### src/design/dsg_regs.svh
`ifndef DSG_REGS_SVH
`define DSG_REGS_SVH

// avalon word addresses
`define DSG_ADDR_W          3
`define DSG_ADDR_CTRL       3'h0
`define DSG_ADDR_CUSTOM     3'h1
`define DSG_ADDR_SLICE      3'h2
`define DSG_ADDR_INSTR      3'h3
`define DSG_ADDR_STATUS     3'h4

// control register fields
`define DSG_CTRL_VAR_MSB    1
`define DSG_CTRL_VAR_LSB    0
`define DSG_CTRL_OPS_MSB    6
`define DSG_CTRL_OPS_LSB    4

// custom register fields
`define DSG_CUS_XY_MSB      3
`define DSG_CUS_XY_LSB      0
`define DSG_CUS_Z_MSB       6
`define DSG_CUS_Z_LSB       4
`define DSG_CUS_ALU_MSB     11
`define DSG_CUS_ALU_LSB     8
`define DSG_CUS_CRY_MSB     15
`define DSG_CUS_CRY_LSB     12
`define DSG_CUS_W_MSB       17
`define DSG_CUS_W_LSB       16

// slice configuration register fields
`define DSG_SLC_PAF_MSB     3
`define DSG_SLC_PAF_LSB     0
`define DSG_SLC_PAS_BIT     4
`define DSG_SLC_MAS_BIT     5
`define DSG_SLC_MBS_BIT     6
`define DSG_SLC_AST_BIT     7
`define DSG_SLC_BST_BIT     8

// status register fields
`define DSG_STS_ILL_BIT     0
`define DSG_STS_WID_MSB     12
`define DSG_STS_WID_LSB     8

// instruction word layout
`define DSG_INSTR_W         22
`define DSG_IW_XY_MSB       3
`define DSG_IW_XY_LSB       0
`define DSG_IW_Z_MSB        6
`define DSG_IW_Z_LSB        4
`define DSG_IW_ALU_MSB      10
`define DSG_IW_ALU_LSB      7
`define DSG_IW_CIN_BIT      11
`define DSG_IW_CSEL_MSB     14
`define DSG_IW_CSEL_LSB     12
`define DSG_IW_E1PA_MSB     18
`define DSG_IW_E1PA_LSB     15
`define DSG_IW_E1BS_BIT     19
`define DSG_IW_W_MSB        16
`define DSG_IW_W_LSB        15
`define DSG_IW_PAS_BIT      17
`define DSG_IW_MAS_BIT      18
`define DSG_IW_MBS_BIT      19
`define DSG_IW_AST_BIT      20
`define DSG_IW_BST_BIT      21

// word widths per variant
`define DSG_WIDTH_BASE      5'h0f
`define DSG_WIDTH_MID       5'h14
`define DSG_WIDTH_FULL      5'h16

// alu function codes
`define DSG_ALU_ADD         4'h0
`define DSG_ALU_SUB         4'h3

// carry codes from code 3 upward map onto select code minus this base
`define DSG_CSEL_BASE       4'h2
`define DSG_CSEL_FABRIC     3'h0

// reset values
`define DSG_RST_CTRL_OPS    3'h0
`define DSG_RST_PAF         4'h0

`endif

### src/design/dsg_pkg.sv
package dsg_pkg;

    typedef enum logic [1:0] {
        DSG_VAR_BASE = 2'b00,
        DSG_VAR_MID  = 2'b01,
        DSG_VAR_FULL = 2'b10,
        DSG_VAR_RSVD = 2'b11
    } dsg_variant_t;

    typedef enum logic [2:0] {
        DSG_OP_C_AB_MUL   = 3'b000,
        DSG_OP_CAS_AB_MUL = 3'b001,
        DSG_OP_P_AB_MUL   = 3'b010,
        DSG_OP_AB_MUL     = 3'b011,
        DSG_OP_C_ADD_CAT  = 3'b100,
        DSG_OP_C_SUB_CAT  = 3'b101,
        DSG_OP_C_ONLY     = 3'b110,
        DSG_OP_CUSTOM     = 3'b111
    } dsg_opsel_t;

    typedef enum logic [3:0] {
        DSG_XY_ZERO     = 4'b0000,
        DSG_XY_P        = 4'b0001,
        DSG_XY_CAT      = 4'b0010,
        DSG_XY_MUL      = 4'b0011,
        DSG_XY_C        = 4'b0100,
        DSG_XY_P_PLUS_C = 4'b0101,
        DSG_XY_CAT_C    = 4'b0110
    } dsg_xy_t;

    typedef enum logic [2:0] {
        DSG_Z_ZERO    = 3'b000,
        DSG_Z_CASCADE = 3'b001,
        DSG_Z_P       = 3'b010,
        DSG_Z_C       = 3'b011,
        DSG_Z_CAS_SH  = 3'b100,
        DSG_Z_P_SH    = 3'b101
    } dsg_z_t;

    typedef enum logic [1:0] {
        DSG_W_ZERO  = 2'b00,
        DSG_W_P     = 2'b01,
        DSG_W_ROUND = 2'b10,
        DSG_W_C     = 2'b11
    } dsg_w_t;

    typedef enum logic [3:0] {
        DSG_CY_ZERO      = 4'b0000,
        DSG_CY_ONE       = 4'b0001,
        DSG_CY_EXT       = 4'b0010,
        DSG_CY_CAS_INF   = 4'b0011,
        DSG_CY_CAS_ZERO  = 4'b0100,
        DSG_CY_P_INF     = 4'b0101,
        DSG_CY_P_ZERO    = 4'b0110,
        DSG_CY_WIDE_PAR  = 4'b0111,
        DSG_CY_WIDE_SEQ  = 4'b1000,
        DSG_CY_ROUND_MUL = 4'b1001
    } dsg_carry_t;

    typedef struct packed {
        dsg_variant_t               variant_reg;
        dsg_opsel_t                 opsel_reg;
        logic [3:0]                 xy_reg;
        logic [2:0]                 z_reg;
        logic [3:0]                 alu_reg;
        logic [3:0]                 carry_reg;
        logic [1:0]                 w_reg;
        logic [3:0]                 paf_reg;
        logic                       pas_reg;
        logic                       mas_reg;
        logic                       mbs_reg;
        logic                       ast_reg;
        logic                       bst_reg;
        logic                       cin_meta_reg;
        logic                       cin_sync_reg;
        logic [21:0]                instr_reg;
        logic [4:0]                 width_reg;
        logic                       illegal_reg;
        logic                       waitreq_reg;
        logic [31:0]                rdata_reg;
    } dsg_state_t;

endpackage

### src/design/dsg_instr_gen.sv
// The Avalon-MM interface to the registers and the register addresses were left to the implementer.
`timescale 1ns/100ps
`default_nettype none
`include "dsg_regs.svh"

// How it works
// Word width is 15, 20 or 22 bits per variant, upper bits zero.
// The word packs sources, carry and mode bits, alu code at 10..7.
// Bits 3..0 pick XY: zero, output, A:B, A*B, C, output+C or A:B+C.
// In the concatenated source A is the upper part and B the lower part.
// Bits 6..4 pick Z: zero, cascade, output, C or either one shifted.
// The shifted Z sources are cascade or output shifted right by 17.
// The full variant carries W: zero, output, rounding constant or C.
// Carry is 0, 1, the pin, four roundings, two wide modes or A*B round.
// Custom fields except W act only under the custom select, else a preset rules.
// Presets: C+A*B, cascade+A*B, output+A*B, A*B, C+A:B, C-A:B and C.
// The full variant picks A or B as the pre-adder partner of D.
// Full variant: A or the pre-adder sum feeds the 27-bit multiplier A.
// Full variant: B or the pre-adder sum feeds the 18-bit multiplier B.
// The full variant carries the A stage choice, first or second.
// The middle and full variants carry the B stage, first or second.
// The output is a constant word that an outside mux may sequence.
// The word depends on static configuration and, with the pin carry selected, the synchronised carry pin.
module dsg_instr_gen
(
    input  wire logic                   ref_clk,
    input  wire logic                   arst_n,
    input  wire logic [2:0]             avs_address,
    input  wire logic                   avs_read,
    input  wire logic                   avs_write,
    input  wire logic [31:0]            avs_writedata,
    output logic [31:0]                 avs_readdata,
    output logic                        avs_waitrequest,
    input  wire logic                   carry_in,
    output logic [21:0]                 instr_word,
    output logic [4:0]                  instr_width,
    output logic                        instr_illegal
);
    import dsg_pkg::*;

    dsg_state_t s_reg;
    dsg_state_t s_next;
    logic [21:0] enc_word;
    logic [4:0]  enc_width;
    logic        enc_illegal;
    logic        wr_take;
    logic        rd_take;

    dsg_instr_encode u_encode
    (
        .variant    (s_reg.variant_reg),
        .opsel      (s_reg.opsel_reg),
        .xy         (s_reg.xy_reg),
        .z          (s_reg.z_reg),
        .alu        (s_reg.alu_reg),
        .carry      (s_reg.carry_reg),
        .w          (s_reg.w_reg),
        .paf        (s_reg.paf_reg),
        .pas        (s_reg.pas_reg),
        .mas        (s_reg.mas_reg),
        .mbs        (s_reg.mbs_reg),
        .ast        (s_reg.ast_reg),
        .bst        (s_reg.bst_reg),
        .cin_ext    (s_reg.cin_sync_reg),
        .word       (enc_word),
        .width      (enc_width),
        .illegal    (enc_illegal)
    );

    // one wait cycle per access: the write lands and read data stand at
    // the edge where waitrequest is seen low
    assign wr_take = avs_write & ~s_reg.waitreq_reg;
    assign rd_take = avs_read & s_reg.waitreq_reg;

    always_comb
    begin
        s_next = s_reg;
        s_next.cin_meta_reg = carry_in;
        s_next.cin_sync_reg = s_reg.cin_meta_reg;
        s_next.waitreq_reg  = ~((avs_read | avs_write) & s_reg.waitreq_reg);

        if (wr_take)
        begin
            case (avs_address)
                `DSG_ADDR_CTRL:
                begin
                    s_next.variant_reg = dsg_variant_t'(
                        avs_writedata[`DSG_CTRL_VAR_MSB:`DSG_CTRL_VAR_LSB]);
                    s_next.opsel_reg = dsg_opsel_t'(
                        avs_writedata[`DSG_CTRL_OPS_MSB:`DSG_CTRL_OPS_LSB]);
                end
                `DSG_ADDR_CUSTOM:
                begin
                    s_next.xy_reg =
                        avs_writedata[`DSG_CUS_XY_MSB:`DSG_CUS_XY_LSB];
                    s_next.z_reg =
                        avs_writedata[`DSG_CUS_Z_MSB:`DSG_CUS_Z_LSB];
                    s_next.alu_reg =
                        avs_writedata[`DSG_CUS_ALU_MSB:`DSG_CUS_ALU_LSB];
                    s_next.carry_reg =
                        avs_writedata[`DSG_CUS_CRY_MSB:`DSG_CUS_CRY_LSB];
                    s_next.w_reg =
                        avs_writedata[`DSG_CUS_W_MSB:`DSG_CUS_W_LSB];
                end
                `DSG_ADDR_SLICE:
                begin
                    s_next.paf_reg =
                        avs_writedata[`DSG_SLC_PAF_MSB:`DSG_SLC_PAF_LSB];
                    s_next.pas_reg = avs_writedata[`DSG_SLC_PAS_BIT];
                    s_next.mas_reg = avs_writedata[`DSG_SLC_MAS_BIT];
                    s_next.mbs_reg = avs_writedata[`DSG_SLC_MBS_BIT];
                    s_next.ast_reg = avs_writedata[`DSG_SLC_AST_BIT];
                    s_next.bst_reg = avs_writedata[`DSG_SLC_BST_BIT];
                end
                default:
                    s_next.waitreq_reg = 1'b1;
            endcase
        end

        if (rd_take)
        begin
            s_next.rdata_reg = '0;
            case (avs_address)
                `DSG_ADDR_CTRL:
                begin
                    s_next.rdata_reg[`DSG_CTRL_VAR_MSB:`DSG_CTRL_VAR_LSB] =
                        s_reg.variant_reg;
                    s_next.rdata_reg[`DSG_CTRL_OPS_MSB:`DSG_CTRL_OPS_LSB] =
                        s_reg.opsel_reg;
                end
                `DSG_ADDR_CUSTOM:
                begin
                    s_next.rdata_reg[`DSG_CUS_XY_MSB:`DSG_CUS_XY_LSB] =
                        s_reg.xy_reg;
                    s_next.rdata_reg[`DSG_CUS_Z_MSB:`DSG_CUS_Z_LSB] =
                        s_reg.z_reg;
                    s_next.rdata_reg[`DSG_CUS_ALU_MSB:`DSG_CUS_ALU_LSB] =
                        s_reg.alu_reg;
                    s_next.rdata_reg[`DSG_CUS_CRY_MSB:`DSG_CUS_CRY_LSB] =
                        s_reg.carry_reg;
                    s_next.rdata_reg[`DSG_CUS_W_MSB:`DSG_CUS_W_LSB] =
                        s_reg.w_reg;
                end
                `DSG_ADDR_SLICE:
                begin
                    s_next.rdata_reg[`DSG_SLC_PAF_MSB:`DSG_SLC_PAF_LSB] =
                        s_reg.paf_reg;
                    s_next.rdata_reg[`DSG_SLC_PAS_BIT] = s_reg.pas_reg;
                    s_next.rdata_reg[`DSG_SLC_MAS_BIT] = s_reg.mas_reg;
                    s_next.rdata_reg[`DSG_SLC_MBS_BIT] = s_reg.mbs_reg;
                    s_next.rdata_reg[`DSG_SLC_AST_BIT] = s_reg.ast_reg;
                    s_next.rdata_reg[`DSG_SLC_BST_BIT] = s_reg.bst_reg;
                end
                `DSG_ADDR_INSTR:
                    s_next.rdata_reg = 32'(s_reg.instr_reg);
                `DSG_ADDR_STATUS:
                begin
                    s_next.rdata_reg[`DSG_STS_ILL_BIT] = s_reg.illegal_reg;
                    s_next.rdata_reg[`DSG_STS_WID_MSB:`DSG_STS_WID_LSB] =
                        s_reg.width_reg;
                end
                default:
                    s_next.rdata_reg = '0;
            endcase
        end

        // the encoder output is registered so the slice sees a clean
        // word; it only moves after reset, a configuration write or a change
        // of the synchronised carry pin when that pin is selected
        s_next.instr_reg   = enc_word;
        s_next.width_reg   = enc_width;
        s_next.illegal_reg = enc_illegal;
    end

    // field coverage of the encoder, kept here for the reader:
    // alu code and carry bit at fixed positions
    // XY codes incl. A:B, A upper and B lower
    // Z codes incl. the 17-bit arithmetic downshift sources
    // W source in the full variant
    // carry choices with the synchronised pin
    // presets versus custom fields
    // pre-adder and multiplier port selects, stage choices


    always_ff @(posedge ref_clk or negedge arst_n)
    begin
        if (!arst_n)
        begin
            s_reg.variant_reg  <= DSG_VAR_BASE;
            s_reg.opsel_reg    <= dsg_opsel_t'(`DSG_RST_CTRL_OPS);
            s_reg.xy_reg       <= DSG_XY_ZERO;
            s_reg.z_reg        <= DSG_Z_ZERO;
            s_reg.alu_reg      <= `DSG_ALU_ADD;
            s_reg.carry_reg    <= DSG_CY_ZERO;
            s_reg.w_reg        <= DSG_W_ZERO;
            s_reg.paf_reg      <= `DSG_RST_PAF;
            s_reg.pas_reg      <= 1'b0;
            s_reg.mas_reg      <= 1'b0;
            s_reg.mbs_reg      <= 1'b0;
            s_reg.ast_reg      <= 1'b0;
            s_reg.bst_reg      <= 1'b0;
            s_reg.cin_meta_reg <= 1'b0;
            s_reg.cin_sync_reg <= 1'b0;
            s_reg.instr_reg    <= '0;
            s_reg.width_reg    <= `DSG_WIDTH_BASE;
            s_reg.illegal_reg  <= 1'b0;
            s_reg.waitreq_reg  <= 1'b1;
            s_reg.rdata_reg    <= '0;
        end
        else
        begin
            s_reg <= s_next;
        end
    end

    assign avs_readdata    = s_reg.rdata_reg;
    assign avs_waitrequest = s_reg.waitreq_reg;
    assign instr_word      = s_reg.instr_reg;
    assign instr_width     = s_reg.width_reg;
    assign instr_illegal   = s_reg.illegal_reg;

endmodule

`default_nettype wire

### src/design/dsg_instr_encode.sv
`timescale 1ns/100ps
`default_nettype none
`include "dsg_regs.svh"

module dsg_instr_encode
(
    input  wire dsg_pkg::dsg_variant_t  variant,
    input  wire dsg_pkg::dsg_opsel_t    opsel,
    input  wire logic [3:0]             xy,
    input  wire logic [2:0]             z,
    input  wire logic [3:0]             alu,
    input  wire logic [3:0]             carry,
    input  wire logic [1:0]             w,
    input  wire logic [3:0]             paf,
    input  wire logic                   pas,
    input  wire logic                   mas,
    input  wire logic                   mbs,
    input  wire logic                   ast,
    input  wire logic                   bst,
    input  wire logic                   cin_ext,
    output logic [21:0]                 word,
    output logic [4:0]                  width,
    output logic                        illegal
);
    import dsg_pkg::*;

    logic [3:0] xy_c;
    logic [2:0] z_c;
    logic [3:0] alu_c;
    logic [3:0] cy_c;

    always_comb
    begin
        xy_c    = DSG_XY_MUL;
        z_c     = DSG_Z_ZERO;
        alu_c   = `DSG_ALU_ADD;
        cy_c    = DSG_CY_ZERO;
        illegal = 1'b0;
        // presets ignore the custom fields except W, which the full variant always takes
        case (opsel)
            DSG_OP_C_AB_MUL:   z_c = DSG_Z_C;
            DSG_OP_CAS_AB_MUL: z_c = DSG_Z_CASCADE;
            DSG_OP_P_AB_MUL:   z_c = DSG_Z_P;
            DSG_OP_AB_MUL:     z_c = DSG_Z_ZERO;
            DSG_OP_C_ADD_CAT:
            begin
                xy_c = DSG_XY_CAT;
                z_c  = DSG_Z_C;
            end
            DSG_OP_C_SUB_CAT:
            begin
                xy_c  = DSG_XY_CAT;
                z_c   = DSG_Z_C;
                alu_c = `DSG_ALU_SUB;
            end
            DSG_OP_C_ONLY:     xy_c = DSG_XY_C;
            DSG_OP_CUSTOM:
            begin
                xy_c  = xy;
                z_c   = z;
                alu_c = alu;
                cy_c  = carry;
            end
            default:           xy_c = DSG_XY_MUL;
        endcase
        // reserved codes fall back to zero sources and raise the flag
        if (xy_c > DSG_XY_CAT_C)
        begin
            xy_c    = DSG_XY_ZERO;
            illegal = 1'b1;
        end
        if (z_c > DSG_Z_P_SH)
        begin
            z_c     = DSG_Z_ZERO;
            illegal = 1'b1;
        end
        if (cy_c > DSG_CY_ROUND_MUL)
        begin
            cy_c    = DSG_CY_ZERO;
            illegal = 1'b1;
        end
        if (variant == DSG_VAR_RSVD)
            illegal = 1'b1;

        word = '0;
        word[`DSG_IW_XY_MSB:`DSG_IW_XY_LSB]   = xy_c;
        word[`DSG_IW_Z_MSB:`DSG_IW_Z_LSB]     = z_c;
        word[`DSG_IW_ALU_MSB:`DSG_IW_ALU_LSB] = alu_c;
        case (cy_c)
            DSG_CY_ZERO:
            begin
                word[`DSG_IW_CIN_BIT] = 1'b0;
                word[`DSG_IW_CSEL_MSB:`DSG_IW_CSEL_LSB] = `DSG_CSEL_FABRIC;
            end
            DSG_CY_ONE:
            begin
                word[`DSG_IW_CIN_BIT] = 1'b1;
                word[`DSG_IW_CSEL_MSB:`DSG_IW_CSEL_LSB] = `DSG_CSEL_FABRIC;
            end
            DSG_CY_EXT:
            begin
                word[`DSG_IW_CIN_BIT] = cin_ext;
                word[`DSG_IW_CSEL_MSB:`DSG_IW_CSEL_LSB] = `DSG_CSEL_FABRIC;
            end
            default:
                word[`DSG_IW_CSEL_MSB:`DSG_IW_CSEL_LSB] =
                    3'(cy_c - `DSG_CSEL_BASE);
        endcase

        width = `DSG_WIDTH_BASE;
        case (variant)
            DSG_VAR_MID:
            begin
                width = `DSG_WIDTH_MID;
                word[`DSG_IW_E1PA_MSB:`DSG_IW_E1PA_LSB] = paf;
                word[`DSG_IW_E1BS_BIT] = bst;
            end
            DSG_VAR_FULL:
            begin
                width = `DSG_WIDTH_FULL;
                word[`DSG_IW_W_MSB:`DSG_IW_W_LSB] = w;
                word[`DSG_IW_PAS_BIT] = pas;
                word[`DSG_IW_MAS_BIT] = mas;
                word[`DSG_IW_MBS_BIT] = mbs;
                word[`DSG_IW_AST_BIT] = ast;
                word[`DSG_IW_BST_BIT] = bst;
            end
            default:
                width = `DSG_WIDTH_BASE;
        endcase
    end

endmodule

`default_nettype wire

### config.mk
export PLATFORM = sky130hd
export DESIGN_NAME = dsg_instr_gen
export DESIGN_NICKNAME = d
export VERILOG_FILES = /design/src/design/dsg_pkg.sv /design/src/design/dsg_instr_gen.sv /design/src/design/dsg_instr_encode.sv
export VERILOG_INCLUDE_DIRS = /design/src /design/src/design
export SDC_FILE = /design/constraint.sdc
export NUM_CORES = 1
export LEC_CHECK = 0
export BUFFER_PORTS_ARGS = -buffer_cell sky130_fd_sc_hd__buf_2
export CAP_MARGIN = 25
export CORE_MARGIN = 2
export CORE_UTILIZATION = 57
export CTS_CLUSTER_DIAMETER = 150
export DETAILED_ROUTE_END_ITERATION = 12
export HOLD_SLACK_MARGIN = 0.03
export PLACE_DENSITY = 0.86
export SETUP_SLACK_MARGIN = 0.15
export SLEW_MARGIN = 20
export SYNTH_ARGS = -nofsm -noshare
export SYNTH_HDL_FRONTEND = slang
export SYNTH_SLANG_ARGS = --single-unit
### constraint.sdc
create_clock -name ref_clk -period 2.3 [get_ports ref_clk]
set_input_delay 0.23 -clock ref_clk [delete_from_list [all_inputs] [get_ports ref_clk]]
set_output_delay 0.23 -clock ref_clk [all_outputs]
set_load 0.02 [all_outputs]
# Word-level counts from Yosys, hierarchy flattened
# Index checks and enable logic that the tools add are counted.
# totals
output_inout_bits	61
ff_bits	94
# op_classes
n_bitwise	6
muxes	27
eq_ne	15
n_reduce_logical	10
addsub	1
magnitude_cmp	3
# op_table
op	n
5-bit case mux with 2 select lines	3
3-bit case mux with 4 select lines	2
4-bit case mux with 3 select lines	2
4-bit two-way mux	4
3-bit == test, second input constant	5
3-bit by 2-bit == test with 1-bit output, second input constant	3
3-bit OR reduction	3
1-bit case mux with 4 select lines	2
4-bit case mux with 2 select lines	1
3-bit by 1-bit == test with 1-bit output, second input constant	2
3-bit logical NOT	2
1-bit two-way mux	6
3-bit two-way mux	2
2-bit case mux with 3 select lines	1
2-bit AND reduction	3
1-bit case mux with 5 select lines	1
2-bit == test, second input constant	2
4-bit by 1-bit == test with 1-bit output, second input constant	1
4-bit by 2-bit == test with 1-bit output, second input constant	1
4-bit by 3-bit greater-than comparator with 1-bit output, second input constant	1
4-bit greater-than comparator, second input constant	1
4-bit logical NOT	1
1-bit case mux with 2 select lines	2
1-bit bitwise AND	3
other kinds (7)	8

# Longest topological paths before layout
# Gate-level depths: netlist of the first run.
# depth
depth_word	8
depth_mapped	6
mapped_depth_nobuf	4

# Cells and area by module
# Synthesis of the first run repeated with hierarchy kept, for this count alone.
# unflattened
hier_cells	354
hier_area_um2	4051.4
# modules_own_cells
module	seq_area_each_um2	n_inst	area_per_inst_um2	cells_per_inst
dsg_instr_gen	2108.3	1	3651.0	286
dsg_instr_encode	0.0	1	400.4	68

# Worst setup path before layout of the first run
# Ideal clock, no wire load.
# synth_timing
path_kind	reg-to-reg
startpoint	reg s_reg, in the netlist avs_waitrequest
endpoint	reg s_reg[73] (netlist bit)
setup_ns	0.125
stages_incl_launch_ff	5
required_ns	2.175
t_arrival_ns	1.255
slack_ns	0.920
synth_period_minus_slack_ns	1.380
path_cell_list	dfstp_2 > nor3b_4 > nand2_4 > buf_6 > mux2_4
# synth_between
elab_chain_cells	3
# synth_rtl
item	line	rtl
start, declared	dsg_instr_gen.sv:41	dsg_state_t s_reg;
start signal, assigned	dsg_instr_gen.sv:212	s_reg <= s_next;
1-bit NOT	dsg_instr_gen.sv:72	assign wr_take = avs_write & ~s_reg.waitreq_reg;
1-bit bitwise AND	dsg_instr_gen.sv:72	
2-bit AND reduction (no source line)	--	
# Every way passes these cells.
# A chain may end at the register's enable or synchronous reset.

# Final worst setup path of the first run
# layout_timing
startpoint	reg s_reg, in the netlist avs_waitrequest
endpoint	reg s_reg, in the netlist avs_readdata[11]
# layout_between
elab_chain_cells	1
# layout_rtl
item	line	rtl
1-bit bitwise AND	dsg_instr_gen.sv:73	assign rd_take = avs_read & s_reg.waitreq_reg;
# Every way passes these cells.

==> results of run 1 <==
cells by family after synthesis:
group	count (synthesis)	share of synthesized area [%]
buf+inv	85	14.4
flops	82	51.0
simple gates	75	9.90
mux	49	15.7
compound gates	47	7.70
fa+ha+maj	3	0.931
other cells	2	0.186
xor+xnor	1	0.217
per-layer routing:
layer / GRT usage [%] / vias up / wire length, um
met5: 0 / - / 0
met4: 7.30 / 0 / 120
met3: 5.00 / 14 / 541
met2: 36.0 / 97 / 3980
met1: 29.9 / 1260 / 3410
li1: - / 1171 / -
report_power, final:
group / total (uW) / internal [uW] / switching [uW]
logic: 1070 / 485 / 589
clock network: 1250 / 725 / 529
registers: 2070 / 1760 / 314
worst register-to-register path, delay by kind of cell, from the launching register on:
family / cells / cell delay (ns)
buffers and inverters: 1 / 0.28
DFF: 1 / 0.60
AOI/OAI and AO/OA: 1 / 0.24
and+or+nand+nor: 2 / 0.29
final timing paths:
kind | depth (start not counted) | to | slack (ns) | start
min | 2 | avs_waitrequest | 0.06 | avs_read
max in group asynchronous | 3 | instr_word[2] | 1.33 | arst_n
min reg2reg | 0 | s_reg[61] | 0.40 | s_next[61]
max | 4 | avs_readdata[11] | 0.77 | avs_waitrequest
max reg2reg | 4 | avs_readdata[11] | 0.77 | avs_waitrequest
min in group asynchronous | 2 | s_reg[73] | 0.38 | arst_n
placed cells by master (no fill, tap or decap), drive strengths merged, types with 2 or more instances in the layout:
master and count:
a221oi 3, mux2 38, dfrtp 79, and2 5, nor2 19, dlygate4sd3 2, a21oi 9, a211o 2
clkinv 2, clkbuf 10, nand2b 2, nand4 3, nand3b 5, nor2b 3, ha 3, inv 9
conb 12, mux2i 7, nand2 27, nand3 2, a22oi 8, bufinv 3, o21ai 14, buf 79
nor3 4, a22o 4, mux4 4, dfstp 3, nor3b 2
stage by stage:
stage | cells | total power, uW
final | 471 | 4400
after global routing | 471 | 4610
after CTS | 471 | 4410
after detailed placement | 453 | 3150
after global placement | 453 | 3100
after floorplan | 354 | 2990
layout make-up:
type / count / area [um2]
Clock inverter: 6 / 115
Multi-Input combinational cell: 187 / 1430
Clock buffer: 10 / 128
Timing Repair Buffer: 81 / 440
Fill cell: 547 / 2500
Inverter: 9 / 33.8
Sequential cell: 82 / 2060
Tap cell: 96 / 120
timing repair:
action / 4_1_cts / 5_1_grt
hold buffers: 2 / 0
setup endpoints to repair: 0 / 0
hold endpoints to repair: 35 / 0
==> results.tsv, run 1 <==
stage	metric	value	unit
clock_network	clk sink count	82	
detailed_routing	DRC viols	0	
clock_network	# H-tree levels	3	
grt	vias in the first global route	2478	
worst_setup_path	crit end category	flip-flop	
sta	final hold vios	0	
detailed_routing	Vias/cell	5.40	
place	HPWL reported at the end of detailed placement	5780	um
worst_setup_path	Critical Path Fanout Max	17	
floorplan	Initial Util	59.0	%
sta	Tcrit/Tclk final	66.4	%
hold_path	HP Class	in -> reg	
yosys	Post-Synthesis Cells	344	
sta	final slew viol count	0	
sta	worst hold slack	0.0634	ns
detailed_routing	Final ANT Viol Nets	0	
yosys	Synth area leader	dfrtp_1	
sta	highest clock rate	0.655	GHz
yosys	most common flop cell mapped by yosys	dfrtp_1	
floorplan	FP Rows	30	
final_layout	Area Growth Syn to Fin	7.29	%
clock_network	clk_lat worst skew	0.36	ns
yosys	most frequent cell after synthesis	dfrtp_1	
yosys	post-synth cell types	45	
detailed_routing	via count	2542	
sta	minimum clock period	1.53	ns
grt	GRT Overall Usage	22.2	%
sta	Slew HR	63.4	%
sta	worst-margin pin slew	0.549	ns
final_layout	layout cells sized above 1	37.9	%
worst_setup_path	Crit path max-delay family	flip-flops	
yosys	Syn Std Cell Area	4030	um2
detailed_routing	1st-iter DRT viols	207	
yosys	synth top area cells	dfrtp_1, buf_4, mux2_2	
sta	Sum Neg Setup Slack	0	ns
floorplan	Die W	88.1	um
yosys	Commonest cells post-synth	dfrtp_1, buf_4, mux2_2	
grt	wire length of the first global-routing pass	12700	um
clock_network	Clk Tree Root Cell	clkbuf_8	
worst_setup_path	CP max-delay cell	dfstp_2	
final_layout	Util after Layout	63.3	%
place	Post-Place Worst Slack	0.703	ns
sta	Final setup violation count	0	
final_layout	final instance area	4330	um2
final_layout	max reg flops	32	
grt	pin count of the biggest net entering global routing	40	
sta	RSZ-0062 raised after global routing	no	
yosys	async set-reset flop share out of synthesis	100	%
clock_network	cts repair resizes	0	
detailed_routing	DR WL/cell	17.1	um
detailed_routing	length of the first detailed-routing pass in iterations	4	
floorplan	DIE HEIGHT	88.1	um
floorplan	full die area	7760	um2
clock_network	Post-CTS Setup Bufs	0	
worst_setup_path	startpoint types	flip-flop	
worst_setup_path	Critical path buffers and inverters	1	
clock_network	Clock transition at path regs	0.08	ns
pwr	worst vdd ir	375	uV
worst_setup_path	worst-path cell chain	nand2_1, buf_4, a221oi_1, nor2_1	
worst_setup_path	crit path kind	reg -> reg	
place	gpl congestion	0.848	
final_layout	ANT cells	0	
place	placed instance area	4060	um2
place	# port buffers	75	
detailed_routing	Routed WL	8050	um
outcome	run status	finished, final reports clean	
grt	GR Overflow Total	0	
worst_setup_path	Crit path required time	2.54	ns
worst_setup_path	Data arrival, critical path	1.77	ns
worst_setup_path	Slowest Stage Delay on Critical Path	0.60	ns
job	Max Cap Violations	0	
sta	final worst slack	0.773	ns
pwr	leak pwr	0.00216	uW
yosys	number of synthesized flops with an enable pin	0	
yosys	Synth top area share	49.0	%
yosys	Avg Cell Area, Syn	11.7	um2
yosys	Ys Warns	0	
final_layout	NumNets Final	413	
clock_network	deepest clock path buffer count	2	
grt	initial antenna violation count	0	
pwr	power density cells	1020	nW/um2
clock_network	CTS tree	done	
yosys	#FFs+latches synth	82	
clock_network	CTS Buf Count	9	
sta	Setup Skew	0.0153	ns
floorplan	Boundary Pins	101	
floorplan	core area	6830	um2
yosys	sequential share of the synthesized area	51.0	%
Power figures use the tool's default switching activity.
==> inputs of run 2 (changes only) <==
--- a/config.mk
+++ b/config.mk
@@ -6,14 +6,15 @@
 export SDC_FILE = /design/constraint.sdc
 export NUM_CORES = 1
 export LEC_CHECK = 0
+export ABC_AREA = 1
 export BUFFER_PORTS_ARGS = -buffer_cell sky130_fd_sc_hd__buf_2
 export CAP_MARGIN = 25
 export CORE_MARGIN = 2
-export CORE_UTILIZATION = 57
+export CORE_UTILIZATION = 49
 export CTS_CLUSTER_DIAMETER = 150
 export DETAILED_ROUTE_END_ITERATION = 12
 export HOLD_SLACK_MARGIN = 0.03
-export PLACE_DENSITY = 0.86
+export PLACE_DENSITY = 0.78
 export SETUP_SLACK_MARGIN = 0.15
 export SLEW_MARGIN = 20
 export SYNTH_ARGS = -nofsm -noshare
==> constraint.sdc (replaced) <==
create_clock -name ref_clk -period 1.4 [get_ports ref_clk]
set_input_delay 0.14 -clock ref_clk [delete_from_list [all_inputs] [get_ports ref_clk]]
set_output_delay 0.14 -clock ref_clk [all_outputs]
set_load 0.02 [all_outputs]
==> run 2 against run 1 <==
Compared with the run above: die area increased by 21%; count of clock-buffer cells in the layout increased by 4; cell area up 11%; critical endpoint is now s_reg[68]; critical path type unchanged.
==> results.tsv, run 2 <==
stage	metric	value	unit	change
worst_setup_path	startpoint types	flip-flop		unchanged
yosys	Post-Synthesis Cells	480		was 344
worst_setup_path	worst r2r dst	s_reg[68]		was avs_readdata[11]
detailed_routing	length of the first detailed-routing pass in iterations	5		was 4
worst_setup_path	Crit path required time	1.69	ns	was 2.54 ns
yosys	#FFs+latches synth	82		unchanged
yosys	Synth top area share	46.8	%	was 49.0%
worst_setup_path	Critical Path Fanout Max	17		unchanged
floorplan	DIE HEIGHT	96.8	um	was 88.1 um
yosys	Commonest cells post-synth	nand2_1, dfrtp_1, buf_4		was dfrtp_1, buf_4, mux2_2
sta	minimum clock period	1.24	ns	was 1.53 ns
detailed_routing	DR WL/cell	15.7	um	was 17.1 um
final_layout	fillers	703		was 547
clock_network	Clk Tree Root Cell	clkbuf_8		unchanged
grt	GR Overflow Total	0		unchanged
grt	initial antenna violation count	0		unchanged
final_layout	most common cell after layout, fill and taps aside	nand2_1		was dfrtp_1
pwr	leak pwr	0.00251	uW	was 0.00216 uW
final_layout	layout cells sized above 1	30.1	%	was 37.9%
clock_network	Clock transition at path regs	0.08	ns	about the same
sta	final slew viol count	0		unchanged
place	# port buffers	75		unchanged
yosys	Avg Cell Area, Syn	8.80	um2	was 11.7 um2
sta	Sum Neg Setup Slack	0	ns	unchanged
hold_path	hold_sp	avs_writedata[9]		was avs_read
clock_network	# H-tree levels	3		unchanged
yosys	sequential share of the synthesized area	48.7	%	was 51.0%
place	gpl congestion	0.914		was 0.848
pwr	Total Power	6820	uW	was 4400 uW
yosys	post-synth cell types	32		was 45
detailed_routing	1st-iter DRT viols	311		was 207
detailed_routing	Routed WL	10100	um	was 8050 um
final_layout	NumNets Final	576		was 413
worst_setup_path	R2R setup slack	0.16	ns	was 0.77 ns
floorplan	Initial Util	50.9	%	was 59.0%
worst_setup_path	RR Startpoint	avs_waitrequest		unchanged
yosys	synth top area cells	dfrtp_1, buf_4, nand2_1		was dfrtp_1, buf_4, mux2_2
sta	final hold vios	0		unchanged
sta	RSZ-0062 raised after global routing	yes		was no
grt	pin count of the biggest net entering global routing	37		was 40
clock_network	CTS tree	done		unchanged
hold_path	HP Class	in -> reg		unchanged
yosys	most frequent cell after synthesis	nand2_1		was dfrtp_1
clock_network	clk sink count	82		unchanged
grt	wire length of the first global-routing pass	16100	um	was 12700 um
detailed_routing	Final ANT Viol Nets	0		unchanged
yosys	most common flop cell mapped by yosys	dfrtp_1		unchanged
place	Post-Place Worst Slack	0.0616	ns	was 0.703 ns
final_layout	most frequent cells in the layout	nand2_1, dfrtp_1, buf_2, nand4_1		was dfrtp_1, buf_2, mux2_2, nand2_1, nor2_1
floorplan	core area	8300	um2	was 6830 um2
yosys	Ys Warns	0		unchanged
pwr	power density cells	1420	nW/um2	was 1020 nW/um2
pwr	worst vdd ir	705	uV	was 375 uV
final_layout	register area	2060	um2	unchanged
detailed_routing	DRC viols	0		unchanged
worst_setup_path	Data arrival, critical path	1.53	ns	was 1.77 ns
hold_path	hold endpoint	s_reg[79]		was avs_waitrequest
sta	final worst slack	0.158	ns	was 0.773 ns
grt	GRT Overall Usage	21.5	%	was 22.2%
final_layout	max reg flops	32		unchanged
clock_network	deepest clock path buffer count	2		unchanged
sta	Setup Skew	0.00977	ns	was 0.0153 ns
hold_path	Hold Crit Depth	3		was 2
worst_setup_path	Worst Reg2Reg Path Length in Cells	5		was 4
yosys	Syn Std Cell Area	4220	um2	was 4030 um2
clock_network	clk_lat worst skew	0.36	ns	about the same
sta	Tcrit/Tclk final	88.7	%	was 66.4%
floorplan	Die W	96.8	um	was 88.1 um
final_layout	ANT cells	0		unchanged
place	HPWL reported at the end of detailed placement	7070	um	was 5780 um
grt	vias in the first global route	3131		was 2478
sta	Final setup violation count	0		unchanged
sta	worst hold slack	0.0379	ns	was 0.0634 ns
detailed_routing	via count	3387		was 2542
worst_setup_path	crit end category	flip-flop		unchanged
yosys	Synth area leader	dfrtp_1		unchanged
clock_network	CTS Buf Count	9		unchanged
yosys	number of synthesized flops with an enable pin	0		unchanged
worst_setup_path	crit path kind	reg -> reg		unchanged
final_layout	Area Growth Syn to Fin	13.7	%	was 7.29%
job	Max Cap Violations	0		unchanged
floorplan	full die area	9380	um2	was 7760 um2
outcome	run status	finished, final reports clean		unchanged
sta	highest clock rate	0.805	GHz	was 0.655 GHz
floorplan	Boundary Pins	101		unchanged
detailed_routing	Vias/cell	5.27		was 5.40
yosys	async set-reset flop share out of synthesis	100	%	unchanged
floorplan	FP Rows	33		was 30
final_layout	area of the multi-input gates	1520	um2	was 1430 um2
==> run 2: cell type report <==
| class | count | share of cell area, % |
|---|---|---|
| sequential | 82 | 42.8 |
| multi-input combinational | 292 | 31.7 |
| timing repair buffer | 112 | 15.8 |
| clock buffer | 14 | 3.39 |
| inverter | 36 | 2.87 |
| tap | 105 | 2.74 |
| clock inverter | 2 | 0.730 |
==> run 2: cell families (layout without fill, tap and decap cells) <==
group / after synthesis / after routing / share of synthesized area (%)
other: 2 / 12 / 0.178
buffers and inverters: 117 / 164 / 17.4
adder cells (fa/ha/maj): 3 / 3 / 0.889
flip-flops: 82 / 82 / 48.7
AO/OA/AOI/OAI: 55 / 55 / 7.82
AND/OR/NAND/NOR: 221 / 222 / 25.1
==> run 2: how the worst max path moves through the flow <==
stage | to | slack, ns | from | cells after the start
after floorplan | avs_readdata[10] | 0.15 | avs_waitrequest | 5
after CTS | avs_readdata[19] | 0.12 | avs_waitrequest | 5
after detailed placement | s_reg[89] | 0.06 | avs_waitrequest | 3
final | s_reg[68] | 0.16 | avs_waitrequest | 5
after global placement | s_reg[89] | 0.11 | avs_waitrequest | 3
after global routing | instr_illegal | 0.05 | s_reg[91] | 9
==> run 2: worst max-delay path, stage by stage, from the launching register on <==
cell and delay, ns:
dfstp_2 0.60, nor2_4 0.05, buf_12 0.14, nand2_4 0.21
nand2_1 0.11, o21ai_2 0.06
==> run 2: timing repair <==
item | in CTS | in global routing
endpoints found under the setup margin | 11 | 33
gates resized for setup | 5 | 24
setup buffers | 5 | 1
pin swaps | 2 | 6
hold endpoints to repair | 83 | 0
cloned | 0 | 1
hold buffers | 12 | 0
==> run 2: per-stage QoR <==
stage | cells | area, um2 | utilization (%)
after detailed placement | 608 | 4350 | 52.5
after CTS | 641 | 4720 | 56.8
after global routing | 643 | 4800 | 57.8
final | 643 | 4800 | 57.8
after floorplan | 490 | 4270 | -
after global placement | 608 | 4350 | 52.5
==> run 2: per-layer routing <==
metal / part of all wire (%) / global-route usage [%] / vias to the layer above / wire length, um
met4: 2.2 / 6.50 / 0 / 217
li1: - / - / 1596 / -
met3: 7.1 / 6.07 / 24 / 718
met2: 47 / 33.1 / 147 / 4740
met1: 44 / 29.7 / 1620 / 4400
met5: 0 / 0 / - / 0
==> run 2: power breakdown <==
part	switching (uW)	internal (uW)	leakage, uW
Sequential	403	2840	0.00104
Combinational	1130	685	0.00137
Clock	834	923	0.000101
